<file path="src/rtl/brg_params.svh">
`ifndef BRG_PARAMS_SVH
`define BRG_PARAMS_SVH
// register map, byte addresses
`define BRG_ADDR_W 4
`define BRG_OFS_DIVIDER 4'h0
`define BRG_OFS_CONTROL 4'h4
`define BRG_OFS_STATUS 4'h8
`define BRG_DIV_RESET 8'h00
// divider register fields
`define BRG_RATE_MULTIPLIER_HI 7
`define BRG_RATE_MULTIPLIER_LO 6
`define BRG_ICR_HI 5
`define BRG_ICR_LO 0
// control register fields
`define BRG_CTL_START 0
`define BRG_CTL_STOP 1
`define BRG_CTL_TXBIT 2
// status register fields
`define BRG_STS_BUSY 0
`define BRG_STS_SCL 1
`define BRG_STS_SDA 2
`define BRG_STS_STOP_PEND 3
// bus clock counters
`define BRG_CNT_W 16
`define BRG_CNT_ONE 16'h0001
`define BRG_CNT_ZERO 16'h0000
`endif

</file>
<file path="src/rtl/brg_pkg.sv">
package brg_pkg;
    // one lookup row: scl divider and the three hold counts
    typedef struct packed {
        logic [11:0] div;
        logic [9:0] sda;
        logic [10:0] start;
        logic [10:0] stop;
    } brg_lut_t;

    // divider register as software sees it
    typedef struct packed {
        logic [1:0] rate_multiplier;
        logic [5:0] clock_rate_index;
    } brg_div_t;

    typedef enum logic [2:0] {
        ST_IDLE,
        ST_START_HOLD,
        ST_LOW,
        ST_HIGH,
        ST_STOP_HOLD
    } brg_state_t;
endpackage

</file>
<file path="src/rtl/brg_two_wire_timing.sv">
// Decided for this implementation: the address map and register access over Avalon-MM.
`timescale 1ns/100ps
`include "brg_params.svh"
// How it works
// - multiplier code 0,1,2 gives factor 1,2,4; code 3 is reserved.
// - six-bit clock rate index selects divider and hold counts from a table.
// - one scl bit period lasts factor times divider bus clocks.
// - sda changes factor times sda-hold clocks after each scl fall.
// - start lowers sda with scl high, then holds scl high factor times start-hold.
// - stop releases sda factor times stop-hold clocks after scl rises.
// - the same factor scales all three holds; no separate control exists.
// - indices 0x00 to 0x1F return the printed table exactly.
// - indices 0x20 to 0x3F continue with the larger printed values.
module brg_two_wire_timing (
    input wire logic REF_CLK_IN,
    input wire logic RESET_IN,
    input wire logic [`BRG_ADDR_W-1:0] AVS_ADDRESS_IN,
    input wire logic AVS_READ_IN,
    input wire logic AVS_WRITE_IN,
    input wire logic [3:0] AVS_BYTEENABLE_IN,
    input wire logic [31:0] AVS_WRITEDATA_IN,
    output logic [31:0] AVS_READDATA_OUT,
    output logic AVS_WAITREQUEST_OUT,
    input wire logic SCL_IN,
    output logic SCL_OUT,
    output logic SCL_OE_OUT,
    input wire logic SDA_IN,
    output logic SDA_OUT,
    output logic SDA_OE_OUT
);
    import brg_pkg::*;

    // constant table, one row per clock rate index
    function automatic brg_lut_t lut(input logic [5:0] idx);
        case (idx)
            6'h00: lut = '{12'h014, 10'h007, 11'h006, 11'h00B};
            6'h01: lut = '{12'h016, 10'h007, 11'h007, 11'h00C};
            6'h02: lut = '{12'h018, 10'h008, 11'h008, 11'h00D};
            6'h03: lut = '{12'h01A, 10'h008, 11'h009, 11'h00E};
            6'h04: lut = '{12'h01C, 10'h009, 11'h00A, 11'h00F};
            6'h05: lut = '{12'h01E, 10'h009, 11'h00B, 11'h010};
            6'h06: lut = '{12'h022, 10'h00A, 11'h00D, 11'h012};
            6'h07: lut = '{12'h028, 10'h00A, 11'h010, 11'h015};
            6'h08: lut = '{12'h01C, 10'h007, 11'h00A, 11'h00F};
            6'h09: lut = '{12'h020, 10'h007, 11'h00C, 11'h011};
            6'h0A: lut = '{12'h024, 10'h009, 11'h00E, 11'h013};
            6'h0B: lut = '{12'h028, 10'h009, 11'h010, 11'h015};
            6'h0C: lut = '{12'h02C, 10'h00B, 11'h012, 11'h017};
            6'h0D: lut = '{12'h030, 10'h00B, 11'h014, 11'h019};
            6'h0E: lut = '{12'h038, 10'h00D, 11'h018, 11'h01D};
            6'h0F: lut = '{12'h044, 10'h00D, 11'h01E, 11'h023};
            6'h10: lut = '{12'h030, 10'h009, 11'h012, 11'h019};
            6'h11: lut = '{12'h038, 10'h009, 11'h016, 11'h01D};
            6'h12: lut = '{12'h040, 10'h00D, 11'h01A, 11'h021};
            6'h13: lut = '{12'h048, 10'h00D, 11'h01E, 11'h025};
            6'h14: lut = '{12'h050, 10'h011, 11'h022, 11'h029};
            6'h15: lut = '{12'h058, 10'h011, 11'h026, 11'h02D};
            6'h16: lut = '{12'h068, 10'h015, 11'h02E, 11'h035};
            6'h17: lut = '{12'h080, 10'h015, 11'h03A, 11'h041};
            6'h18: lut = '{12'h050, 10'h009, 11'h026, 11'h029};
            6'h19: lut = '{12'h060, 10'h009, 11'h02E, 11'h031};
            6'h1A: lut = '{12'h070, 10'h011, 11'h036, 11'h039};
            6'h1B: lut = '{12'h080, 10'h011, 11'h03E, 11'h041};
            6'h1C: lut = '{12'h090, 10'h019, 11'h046, 11'h049};
            6'h1D: lut = '{12'h0A0, 10'h019, 11'h04E, 11'h051};
            6'h1E: lut = '{12'h0C0, 10'h021, 11'h05E, 11'h061};
            6'h1F: lut = '{12'h0F0, 10'h021, 11'h076, 11'h079};
            6'h20: lut = '{12'h0A0, 10'h011, 11'h04E, 11'h051};
            6'h21: lut = '{12'h0C0, 10'h011, 11'h05E, 11'h061};
            6'h22: lut = '{12'h0E0, 10'h021, 11'h06E, 11'h071};
            6'h23: lut = '{12'h100, 10'h021, 11'h07E, 11'h081};
            6'h24: lut = '{12'h120, 10'h031, 11'h08E, 11'h091};
            6'h25: lut = '{12'h140, 10'h031, 11'h09E, 11'h0A1};
            6'h26: lut = '{12'h180, 10'h041, 11'h0BE, 11'h0C1};
            6'h27: lut = '{12'h1E0, 10'h041, 11'h0EE, 11'h0F1};
            6'h28: lut = '{12'h140, 10'h021, 11'h09E, 11'h0A1};
            6'h29: lut = '{12'h180, 10'h021, 11'h0BE, 11'h0C1};
            6'h2A: lut = '{12'h1C0, 10'h041, 11'h0DE, 11'h0E1};
            6'h2B: lut = '{12'h200, 10'h041, 11'h0FE, 11'h101};
            6'h2C: lut = '{12'h240, 10'h061, 11'h11E, 11'h121};
            6'h2D: lut = '{12'h280, 10'h061, 11'h13E, 11'h141};
            6'h2E: lut = '{12'h300, 10'h081, 11'h17E, 11'h181};
            6'h2F: lut = '{12'h3C0, 10'h081, 11'h1DE, 11'h1E1};
            6'h30: lut = '{12'h280, 10'h041, 11'h13E, 11'h141};
            6'h31: lut = '{12'h300, 10'h041, 11'h17E, 11'h181};
            6'h32: lut = '{12'h380, 10'h081, 11'h1BE, 11'h1C1};
            6'h33: lut = '{12'h400, 10'h081, 11'h1FE, 11'h201};
            6'h34: lut = '{12'h480, 10'h0C1, 11'h23E, 11'h241};
            6'h35: lut = '{12'h500, 10'h0C1, 11'h27E, 11'h281};
            6'h36: lut = '{12'h600, 10'h101, 11'h2FE, 11'h301};
            6'h37: lut = '{12'h780, 10'h101, 11'h3BE, 11'h3C1};
            6'h38: lut = '{12'h500, 10'h081, 11'h27E, 11'h281};
            6'h39: lut = '{12'h600, 10'h081, 11'h2FE, 11'h301};
            6'h3A: lut = '{12'h700, 10'h101, 11'h37E, 11'h381};
            6'h3B: lut = '{12'h800, 10'h101, 11'h3FE, 11'h401};
            6'h3C: lut = '{12'h900, 10'h181, 11'h47E, 11'h481};
            6'h3D: lut = '{12'hA00, 10'h181, 11'h4FE, 11'h501};
            6'h3E: lut = '{12'hC00, 10'h201, 11'h5FE, 11'h601};
            default: lut = '{12'hF00, 10'h201, 11'h77E, 11'h781};
        endcase
    endfunction

    // multiply by 1, 2 or 4 as a shift; code 3 shifts by 3, undefined use
    function automatic logic [`BRG_CNT_W-1:0] scale(input logic [11:0] v, input logic [1:0] m);
        scale = {4'h0, v} << m;
    endfunction

    logic ack_r, ack_nxt;
    logic [31:0] rdata_r, rdata_nxt;
    brg_div_t div_r, div_nxt;
    logic tx_bit_r, tx_bit_nxt;
    logic start_pend_r, start_pend_nxt, stop_pend_r, stop_pend_nxt;
    logic stop_arm_r, stop_arm_nxt;
    brg_state_t state_r, state_nxt;
    logic [`BRG_CNT_W-1:0] cnt_r, cnt_nxt;
    logic scl_low_r, scl_low_nxt, sda_low_r, sda_low_nxt;
    logic start_take, stop_take, wr_en, start_wr, stop_wr;
    logic [1:0] pin_raw;
    logic pin_r [2];
    logic [2:0] sync_r [2];
    brg_lut_t tbl;
    logic [`BRG_CNT_W-1:0] period_cnt, half_cnt, sda_cnt, start_cnt, stop_cnt;

    // all timing derives from one register, so one write retimes everything
    always_comb begin
        tbl = lut(div_r.clock_rate_index);
        period_cnt = scale(tbl.div, div_r.rate_multiplier);
        half_cnt = period_cnt >> 1;
        sda_cnt = scale({2'h0, tbl.sda}, div_r.rate_multiplier);
        start_cnt = scale({1'h0, tbl.start}, div_r.rate_multiplier);
        stop_cnt = scale({1'h0, tbl.stop}, div_r.rate_multiplier);
    end

    // pin synchronisers: a level counts once stages two and three agree
    assign pin_raw = {SDA_IN, SCL_IN};
    for (genvar g = 0; g < 2; g++) begin : g_sync
        always_ff @(posedge REF_CLK_IN) begin
            if (RESET_IN) begin
                sync_r[g] <= 3'h7;
                pin_r[g] <= 1'b1;
            end else begin
                sync_r[g] <= {sync_r[g][1:0], pin_raw[g]};
                if (sync_r[g][1] == sync_r[g][2]) begin
                    pin_r[g] <= sync_r[g][2];
                end
            end
        end
    end

    // avalon slave: one wait state, writes land on the edge waitrequest is low
    assign AVS_WAITREQUEST_OUT = (AVS_READ_IN | AVS_WRITE_IN) & ~ack_r;
    assign wr_en = AVS_WRITE_IN & ack_r & AVS_BYTEENABLE_IN[0];
    assign start_wr = wr_en && AVS_ADDRESS_IN == `BRG_OFS_CONTROL && AVS_WRITEDATA_IN[`BRG_CTL_START];
    assign stop_wr = wr_en && AVS_ADDRESS_IN == `BRG_OFS_CONTROL && AVS_WRITEDATA_IN[`BRG_CTL_STOP];
    always_comb begin
        ack_nxt = (AVS_READ_IN | AVS_WRITE_IN) & ~ack_r;
        rdata_nxt = rdata_r;
        div_nxt = div_r;
        tx_bit_nxt = tx_bit_r;
        if (AVS_READ_IN && !ack_r) begin
            rdata_nxt = 32'h0000_0000; // unmapped reads as zero
            if (AVS_ADDRESS_IN == `BRG_OFS_DIVIDER) begin
                rdata_nxt[7:0] = div_r;
            end else if (AVS_ADDRESS_IN == `BRG_OFS_CONTROL) begin
                rdata_nxt[`BRG_CTL_TXBIT] = tx_bit_r;
            end else if (AVS_ADDRESS_IN == `BRG_OFS_STATUS) begin
                rdata_nxt[`BRG_STS_BUSY] = state_r != ST_IDLE;
                rdata_nxt[`BRG_STS_SCL] = pin_r[0];
                rdata_nxt[`BRG_STS_SDA] = pin_r[1];
                rdata_nxt[`BRG_STS_STOP_PEND] = stop_pend_r | stop_arm_r;
            end
        end
        if (wr_en && AVS_ADDRESS_IN == `BRG_OFS_DIVIDER) begin
            div_nxt = AVS_WRITEDATA_IN[7:0];
        end else if (wr_en && AVS_ADDRESS_IN == `BRG_OFS_CONTROL) begin
            tx_bit_nxt = AVS_WRITEDATA_IN[`BRG_CTL_TXBIT];
        end
    end

    always_ff @(posedge REF_CLK_IN) begin
        if (RESET_IN) begin
            ack_r <= 1'b0;
            rdata_r <= 32'h0000_0000;
            div_r <= `BRG_DIV_RESET;
            tx_bit_r <= 1'b1;
        end else begin
            ack_r <= ack_nxt;
            rdata_r <= rdata_nxt;
            div_r <= div_nxt;
            tx_bit_r <= tx_bit_nxt;
        end
    end
    assign AVS_READDATA_OUT = rdata_r;

    // line sequencer; a new request wins over its own consumption
    always_comb begin
        state_nxt = state_r;
        cnt_nxt = cnt_r + `BRG_CNT_ONE;
        scl_low_nxt = scl_low_r;
        sda_low_nxt = sda_low_r;
        stop_arm_nxt = stop_arm_r;
        start_take = 1'b0;
        stop_take = 1'b0;
        case (state_r)
            ST_IDLE: begin
                cnt_nxt = `BRG_CNT_ZERO;
                if (start_pend_r) begin
                    sda_low_nxt = 1'b1; // sda falls while scl high
                    start_take = 1'b1;
                    state_nxt = ST_START_HOLD;
                end
            end
            ST_START_HOLD: begin
                if (cnt_r == start_cnt - `BRG_CNT_ONE) begin
                    scl_low_nxt = 1'b1;
                    cnt_nxt = `BRG_CNT_ZERO;
                    state_nxt = ST_LOW;
                end
            end
            ST_LOW: begin
                // a stop is only armed here, so sda is low when scl rises
                if (cnt_r == sda_cnt - `BRG_CNT_ONE) begin
                    sda_low_nxt = stop_pend_r | ~tx_bit_r;
                    stop_arm_nxt = stop_pend_r;
                    stop_take = stop_pend_r;
                end
                if (cnt_r == half_cnt - `BRG_CNT_ONE) begin
                    scl_low_nxt = 1'b0;
                    cnt_nxt = `BRG_CNT_ZERO;
                    state_nxt = stop_arm_nxt ? ST_STOP_HOLD : ST_HIGH;
                end
            end
            ST_HIGH: begin
                if (cnt_r == period_cnt - half_cnt - `BRG_CNT_ONE) begin
                    scl_low_nxt = 1'b1;
                    cnt_nxt = `BRG_CNT_ZERO;
                    state_nxt = ST_LOW;
                end
            end
            ST_STOP_HOLD: begin
                if (cnt_r == stop_cnt - `BRG_CNT_ONE) begin
                    sda_low_nxt = 1'b0;
                    stop_arm_nxt = 1'b0;
                    cnt_nxt = `BRG_CNT_ZERO;
                    state_nxt = ST_IDLE;
                end
            end
            default: state_nxt = ST_IDLE;
        endcase
        start_pend_nxt = start_wr | (start_pend_r & ~start_take);
        stop_pend_nxt = stop_wr | (stop_pend_r & ~stop_take);
    end

    always_ff @(posedge REF_CLK_IN) begin
        if (RESET_IN) begin
            state_r <= ST_IDLE;
            cnt_r <= `BRG_CNT_ZERO;
            scl_low_r <= 1'b0;
            sda_low_r <= 1'b0;
            stop_arm_r <= 1'b0;
            start_pend_r <= 1'b0;
            stop_pend_r <= 1'b0;
        end else begin
            state_r <= state_nxt;
            cnt_r <= cnt_nxt;
            scl_low_r <= scl_low_nxt;
            sda_low_r <= sda_low_nxt;
            stop_arm_r <= stop_arm_nxt;
            start_pend_r <= start_pend_nxt;
            stop_pend_r <= stop_pend_nxt;
        end
    end

    // open-drain pins only ever pull low
    assign SCL_OUT = 1'b0;
    assign SDA_OUT = 1'b0;
    assign SCL_OE_OUT = scl_low_r;
    assign SDA_OE_OUT = sda_low_r;

    // helper: bus clocks since the last scl fall
    logic [`BRG_CNT_W-1:0] since_fall_r;
    always_ff @(posedge REF_CLK_IN) begin
        if (RESET_IN || (scl_low_nxt && !scl_low_r)) since_fall_r <= `BRG_CNT_ZERO;
        else since_fall_r <= since_fall_r + `BRG_CNT_ONE;
    end

    property p_rate_multiplier_decode;
        @(posedge REF_CLK_IN) disable iff (RESET_IN)
        div_r.rate_multiplier != 2'h3 |-> period_cnt ==
            (div_r.rate_multiplier == 2'h0 ? {4'h0, tbl.div} :
             div_r.rate_multiplier == 2'h1 ? {3'h0, tbl.div, 1'b0} : {2'h0, tbl.div, 2'h0});
    endproperty
    a_rate_multiplier_decode: assert property (p_rate_multiplier_decode) else $error("multiplier decode wrong");
    property p_lut_low;
        @(posedge REF_CLK_IN) disable iff (RESET_IN)
        div_r.clock_rate_index == 6'h1F |-> tbl.div == 12'h0F0 && tbl.start == 11'h076 && tbl.stop == 11'h079;
    endproperty
    a_lut_low: assert property (p_lut_low) else $error("table row 1F wrong");
    property p_lut_high;
        @(posedge REF_CLK_IN) disable iff (RESET_IN)
        div_r.clock_rate_index == 6'h20 |-> tbl.div == 12'h0A0 && tbl.sda == 10'h011 && tbl.stop == 11'h051;
    endproperty
    a_lut_high: assert property (p_lut_high) else $error("table row 20 wrong");
    property p_bit_period;
        @(posedge REF_CLK_IN) disable iff (RESET_IN)
        $rose(scl_low_r) && $past(state_r) == ST_HIGH && $stable(div_r)
            |-> $past(since_fall_r) == period_cnt - `BRG_CNT_ONE;
    endproperty
    a_bit_period: assert property (p_bit_period) else $error("bit period wrong");
    property p_sda_hold;
        @(posedge REF_CLK_IN) disable iff (RESET_IN)
        $changed(sda_low_r) && $past(state_r) == ST_LOW |-> $past(since_fall_r) == sda_cnt - `BRG_CNT_ONE;
    endproperty
    a_sda_hold: assert property (p_sda_hold) else $error("sda hold wrong");
    property p_start_hold;
        @(posedge REF_CLK_IN) disable iff (RESET_IN)
        $rose(scl_low_r) && $past(state_r) == ST_START_HOLD
            |-> $past(cnt_r) == start_cnt - `BRG_CNT_ONE && sda_low_r;
    endproperty
    a_start_hold: assert property (p_start_hold) else $error("start hold wrong");
    property p_stop_hold;
        @(posedge REF_CLK_IN) disable iff (RESET_IN)
        $fell(sda_low_r) && $past(state_r) == ST_STOP_HOLD
            |-> $past(cnt_r) == stop_cnt - `BRG_CNT_ONE && !scl_low_r && state_r == ST_IDLE;
    endproperty
    a_stop_hold: assert property (p_stop_hold) else $error("stop hold wrong");
    property p_hold_scaled;
        @(posedge REF_CLK_IN) disable iff (RESET_IN)
        div_r.rate_multiplier == 2'h2 |-> sda_cnt == {4'h0, tbl.sda, 2'h0} && stop_cnt == {3'h0, tbl.stop, 2'h0};
    endproperty
    a_hold_scaled: assert property (p_hold_scaled) else $error("hold not scaled");
    property p_one_wait;
        @(posedge REF_CLK_IN) disable iff (RESET_IN)
        AVS_WAITREQUEST_OUT |=> !AVS_WAITREQUEST_OUT;
    endproperty
    a_one_wait: assert property (p_one_wait) else $error("waitrequest held too long");
    c_start: cover property (@(posedge REF_CLK_IN) disable iff (RESET_IN) state_r == ST_START_HOLD ##1 state_r == ST_LOW);
    c_bit: cover property (@(posedge REF_CLK_IN) disable iff (RESET_IN) state_r == ST_HIGH ##1 state_r == ST_LOW);
    c_stop: cover property (@(posedge REF_CLK_IN) disable iff (RESET_IN) state_r == ST_STOP_HOLD ##1 state_r == ST_IDLE);
endmodule // brg_two_wire_timing

</file>
<file path="config.mk">
export PLATFORM = sky130hd
export DESIGN_NAME = brg_two_wire_timing
export DESIGN_NICKNAME = d
export VERILOG_FILES = /design/src/rtl/brg_pkg.sv /design/src/rtl/brg_two_wire_timing.sv
export VERILOG_INCLUDE_DIRS = /design/src /design/src/rtl
export SDC_FILE = /design/constraint.sdc
export NUM_CORES = 1
export LEC_CHECK = 0
export ABC_AREA = 1
export BUFFER_PORTS_ARGS = -buffer_cell sky130_fd_sc_hd__buf_2
export CORE_ASPECT_RATIO = 2
export CORE_MARGIN = 10
export CORE_UTILIZATION = 25
export DETAILED_ROUTE_END_ITERATION = 10
export MAX_ROUTING_LAYER = met4
export SYNTH_ARGS = -nofsm -noshare
export SYNTH_HDL_FRONTEND = slang
export SYNTH_SLANG_ARGS = --single-unit
</file>
<file path="constraint.sdc">
create_clock -name REF_CLK_IN -period 9.4 [get_ports REF_CLK_IN]
set_input_delay 1.88 -clock REF_CLK_IN [delete_from_list [all_inputs] [get_ports REF_CLK_IN]]
set_output_delay 1.88 -clock REF_CLK_IN [all_outputs]
set_load 0.03 [all_outputs]
</file>
Word-level counts from Yosys, hierarchy flattened

Memory sizes are Yosys's and may differ from the RTL's. A register that Yosys moved wholly into a read port is not among the register bits.
Index checks and enable logic that the tools add are counted.
W data, S select, Z words.

ROM bits: 2752
RAM bits: 8
Memories kept: 3
Bits in latches: 0
Bits of input ports: 46
Word-level logic and storage cells: 129
Register bits: 42

$add $sub $neg: 7
Shift-type cells: 4
$mul: 0
Bitwise operators: 19
Equality and inequality tests: 19
Multiplexer cells: 48
Div/mod/pow operators: 0
Magnitude comparators: 0
Reductions and logical operators: 17

Memory list:

| memory          | words | bits a word | rd ports | clocked after memory_dff | write ports | line                       | RTL |
|---|---|---|---|---|---|---|---|
| (no name shown) | 64    | 43          | 1        | 1                        | 0           | brg_two_wire_timing.sv:35  | `case (idx)` |
| sync_r          | 2     | 3           | 2        | 0                        | 2           | brg_two_wire_timing.sv:120 | `logic [2:0] sync_r [2];` |
| pin_r           | 2     | 1           | 2        | 0                        | 2           | brg_two_wire_timing.sv:119 | `logic pin_r [2];` |

Operators by type and width:

| kind                    | number |
|---|---|
| $eq A16 B16 Y1          | 5 |
| $pmux W16 S5            | 1 |
| $mux W16                | 4 |
| $sub A16 B1 Y16 const B | 4 |
| $shl A11 B2 Y16         | 2 |
| $mux W1                 | 25 |
| $mux W3                 | 8 |
| $add A16 B1 Y16 const B | 1 |
| $shl A10 B2 Y16         | 1 |
| $shl A12 B2 Y16         | 1 |
| $sub A15 B1 Y16 const B | 1 |
| $sub A16 B15 Y16        | 1 |
| $pmux W3 S5             | 1 |
| $mux W4                 | 3 |
| $mux W6                 | 2 |
| $ne A2 B2 Y1 const B    | 6 |
| $or A1 B1 Y1            | 9 |
| $reduce_bool A3 Y1      | 3 |
| $reduce_and A4 Y1       | 2 |
| $eq A3 B2 Y1 const B    | 2 |
| $pmux W1 S3             | 2 |
| $and A1 B1 Y1           | 5 |
| $logic_and A1 B1 Y1     | 5 |
| $not A1 Y1              | 5 |
| other kinds (13)        | 15 |

Logic depth before layout (Yosys ltp)

Word-level depth: 8
Mapped depth: 28
Mapped depth without buffers: 26

Least setup slack after synthesis

No wires, ideal clock.

Kind: input to register
Start point: input AVS_ADDRESS_IN[1]
End point: register tbl[36] (netlist name)
Required time: 9.305 ns
Arrival: 4.503 ns
Cell stages on the path: 16
Path buffers: 0
Slack: 4.801 ns
Path through: nor2_2 nand2_1 nor2_4 inv_2 nor2_4 nor2_1 nor3_1 inv_1 ha_1 nor2_1 a21oi_1 inv_1 nand2_1 nand2_1 inv_1 a221oi_1

Cells in the longest elaborated chain, start to end: 4

RTL lines:

| what                                   | line                      | RTL |
|---|---|---|
| start, declared                        | brg_two_wire_timing.sv:17 | `` input wire logic [`BRG_ADDR_W-1:0] AVS_ADDRESS_IN, `` |
| $logic_not A4 Y1 (no source line)      | --                        |  |
| $logic_and A1 B1 Y1 (no source line)   | --                        |  |
| $mux W6 (no source line) (2 in series) | --                        |  |

No other way between the ends.
A chain may end at the register's enable or synchronous reset.

Worst setup path in the final report

Start point: input AVS_ADDRESS_IN[1]
End point: register tbl[36] (netlist name)

Cells in the longest elaborated chain, start to end: 4

RTL lines:

| what |
|---|
| $logic_not A4 Y1 (no source line) |
| $logic_and A1 B1 Y1 (no source line) |
| $mux W6 (no source line) (2 in series) |

No other way between the ends.

==> impl_results.md <==
* Die ar. at 0.0419 mm^2
* Worst hold path class: reg -> reg
* Post-synth ARST share at 0%
* WL final at between 20000 and 30000 um
* Worst EP required at 9.66 ns
* CTS tree: built
* DRT iter0 DRCs at 431
* Count of cell types in the netlist at 45
* Layer with the highest usage: met2
* Pwr Density at 116 mW/mm^2
* CP Max Fanout at 8
* Worst vdd ir at 77.9 uV
* Met1 GRT Util at 9.94%
* Clk Latency, worst-skew pair at 0.37 ns
* Critical path type: in -> reg
* GR Overflow Total at 0
* Fin. max-slew vios at 0
* Hold Path End: sync_r[0][1]
* Number of I/O pins at 83
* Final setup vio count at 0
* Rows at 95
* Via density at 4.72
* Most frequent cells in the layout: 459 x nand2_1, 155 x inv_1, 155 x nand3_1, 139 x nor2_1, 84 x dfxtp_1
* Top post-synthesis cells by area: nand2_1 20%, dfxtp_1 20%, nand3_1 9.2%
* Syn Area/Cell at between 5 and 6 um^2
* Pleak at 0.00449 uW
* Met3 Use GR at under 10%
* R2R Setup Slk at 4.86 ns
* Initial antenna violation count at 0
* Hold Crit Start: sync_r[0][0]
* I/O Buffers at 29
* Cell area after layout at about 0.0091 mm^2
* Final non-filler cell total at 1862
* H-tree depth at 3
* Post-CTS Hold Fix Bufs at 0
* Sequential area share after synthesis at roughly a fifth
* Synth Warn # at 0
* Mapped Cells at 1413
* Post-Place Cells at 1846
* Layout Skew at between 0.015 and 0.02 ns
* Period utilization at 51.3%
* Final HPWL DP at 24600 um
* Yosys reg bits at 86
* Worst EP arrival at 5.08 ns
* Detail Route Antenna Nets at 0
* Final Hold Viols at 0
* PostCTS Resize Cnt at 0
* Post-layout util at a little over a quarter
* Clk buf depth at 2
* R2r endpoint: cnt_r[1]
* # DRC at 0
* CTS sink cnt at 86
* Post-DP Area at 0.00883 mm^2
* Worst-path clk slew at about 0.07 ns
* Crit path time final at 4.82 ns
* DR vias at 8788
* CTS Root Cell: clkbuf_16
* Met2 GRT Util at between 20 and 30%
* Nets at 1518
* Dominant synthesized flop cell: dfxtp_1
* CTS Buf Count at 9
* Effective utilization at floorplan at 25.2%
* Max Cap Viol at 0
* Area grow syn2layout at 8.61%
* Post-CTS setup buffer count at 0
* Number of synthesized flops with an enable pin at 1
* Pre-Repair DR Iteration Count at 6
* All-Layer GR Usage at between 10 and 15%
* Max frequency at 0.207 GHz
* R2r startpoint: div_r[6]
* Share of layout cells above drive strength 1 at 7.22%
* Setup TNS at 0 ns
* Outcome: completed
* Die X at ~150 um
* Synth top area share at 20.5%
* Global-route wire length before repair at 44900 um
* Synth Cell Area at 0.00842 mm^2
* Critical path capture point type: flop
* Antenna Cells at 0
* Routed WL per cell at 15.9 um
* WHS Path Cells at 1
* Core ar. at 0.0334 mm^2
* Vias in the first global route at 8818
* Most common cell after layout, fill and taps aside: nand2_1
* Worst slew pin tran at 0.876 ns
* Gpl congestion at 1.02
* Largest net degree at the start of global routing at 49
* RSZ-0062 raised after global routing: false
* Slew margin rel. at 41.4%
* Die Ht at 280 um
* Reg2Reg Depth at 19
* Leading area contributor after synthesis: nand2_1
* Crit start category: primary input
==> cell usage after synthesis, types with 17 or more instances <==
library cell and n:
a21oi_1 51, buf_4 34, dfxtp_1 85, ha_1 50, inv_1 155, nand2_1 459, nand3_1 155, nand4_1 21
nor2_1 139, nor3_1 17, o21ai_0 41, xor2_1 48
==> critical path: stages <==
cell and delay, ns:
buf_2 0.10, nor2_2 0.14, nand2_1 0.13, nor2_4 0.20
inv_2 0.07, nor2_4 0.17, nor2_1 0.08, nor3_1 0.56
inv_1 0.29, ha_1 0.37, nor2_1 0.14, a21oi_1 0.08
inv_1 0.10, nand2_1 0.09, nand2_1 0.22, inv_1 0.19
a221oi_1 0.26
==> power by group <==
group	switching, uW	total, uW	leakage, uW	internal (uW)
Combinational	196	278	0.00364	82.0
Clock	172	385	0.000154	213
Sequential	15.3	399	0.000698	384
Total	383	1060	0.00449	678
==> routing by layer <==
metal,wire [um],part of all wire (%)
met1,8770,30
met2,17400,59
met3,615,2.1
met4,2810,9.5
met5,0,0
==> cells by family (layout without fill, tap and decap cells) <==
kind of cell | count (synthesis) | count (layout) | share of synthesized area [%]
and+or+nand+nor | 831 | 831 | 41.9
DFF | 86 | 86 | 20.6
adders and majority gates | 51 | 51 | 7.67
other | 1 | 26 | 0.0445
AOI/OAI and AO/OA | 145 | 145 | 9.85
buffers and inverters | 233 | 221 | 12.6
xor gates and xnor gates | 66 | 66 | 7.36
==> stage by stage <==
stage          hold slack, ns  worst slack, ns  total power (uW)
3_5_place_dp            0.399             4.19               686
5_1_grt                 0.431             4.35              1120
4_1_cts                 0.421             4.57              1070
2_1_floorplan           0.389             4.80               627
6_report                0.418             4.58              1060
3_3_place_gp            0.402             4.25               682
==> worst max-delay path by stage <==
stage	endpoint	start	cells after the start	slack [ns]
after global routing	tbl[36]	AVS_ADDRESS_IN[1]	17	4.35
after detailed placement	tbl[36]	AVS_ADDRESS_IN[1]	17	4.19
final	tbl[36]	AVS_ADDRESS_IN[1]	17	4.58
after floorplan	tbl[36]	AVS_ADDRESS_IN[1]	16	4.80
after CTS	tbl[36]	AVS_ADDRESS_IN[1]	17	4.57
after global placement	tbl[36]	AVS_ADDRESS_IN[1]	17	4.25
==> state kept, by name (all words and copies together), names as in the netlist, 2 cells and up <==
name,cells
tbl,36
cnt_r,16
AVS_READDATA_OUT,8
div_r,8
sync_r,6
state_r,3
pin_r,2
==> layout make-up <==
class                      count  area (um^2)
clock inverter                 7         87.6
fill                        3728        24300
tap                          436          546
clock buffer                   9          225
inverter                     170          638
multi-input combinational   1119         5720
timing repair buffer          35          190
sequential                    86         1730
No activity file was read; power rests on OpenSTA's default activity.
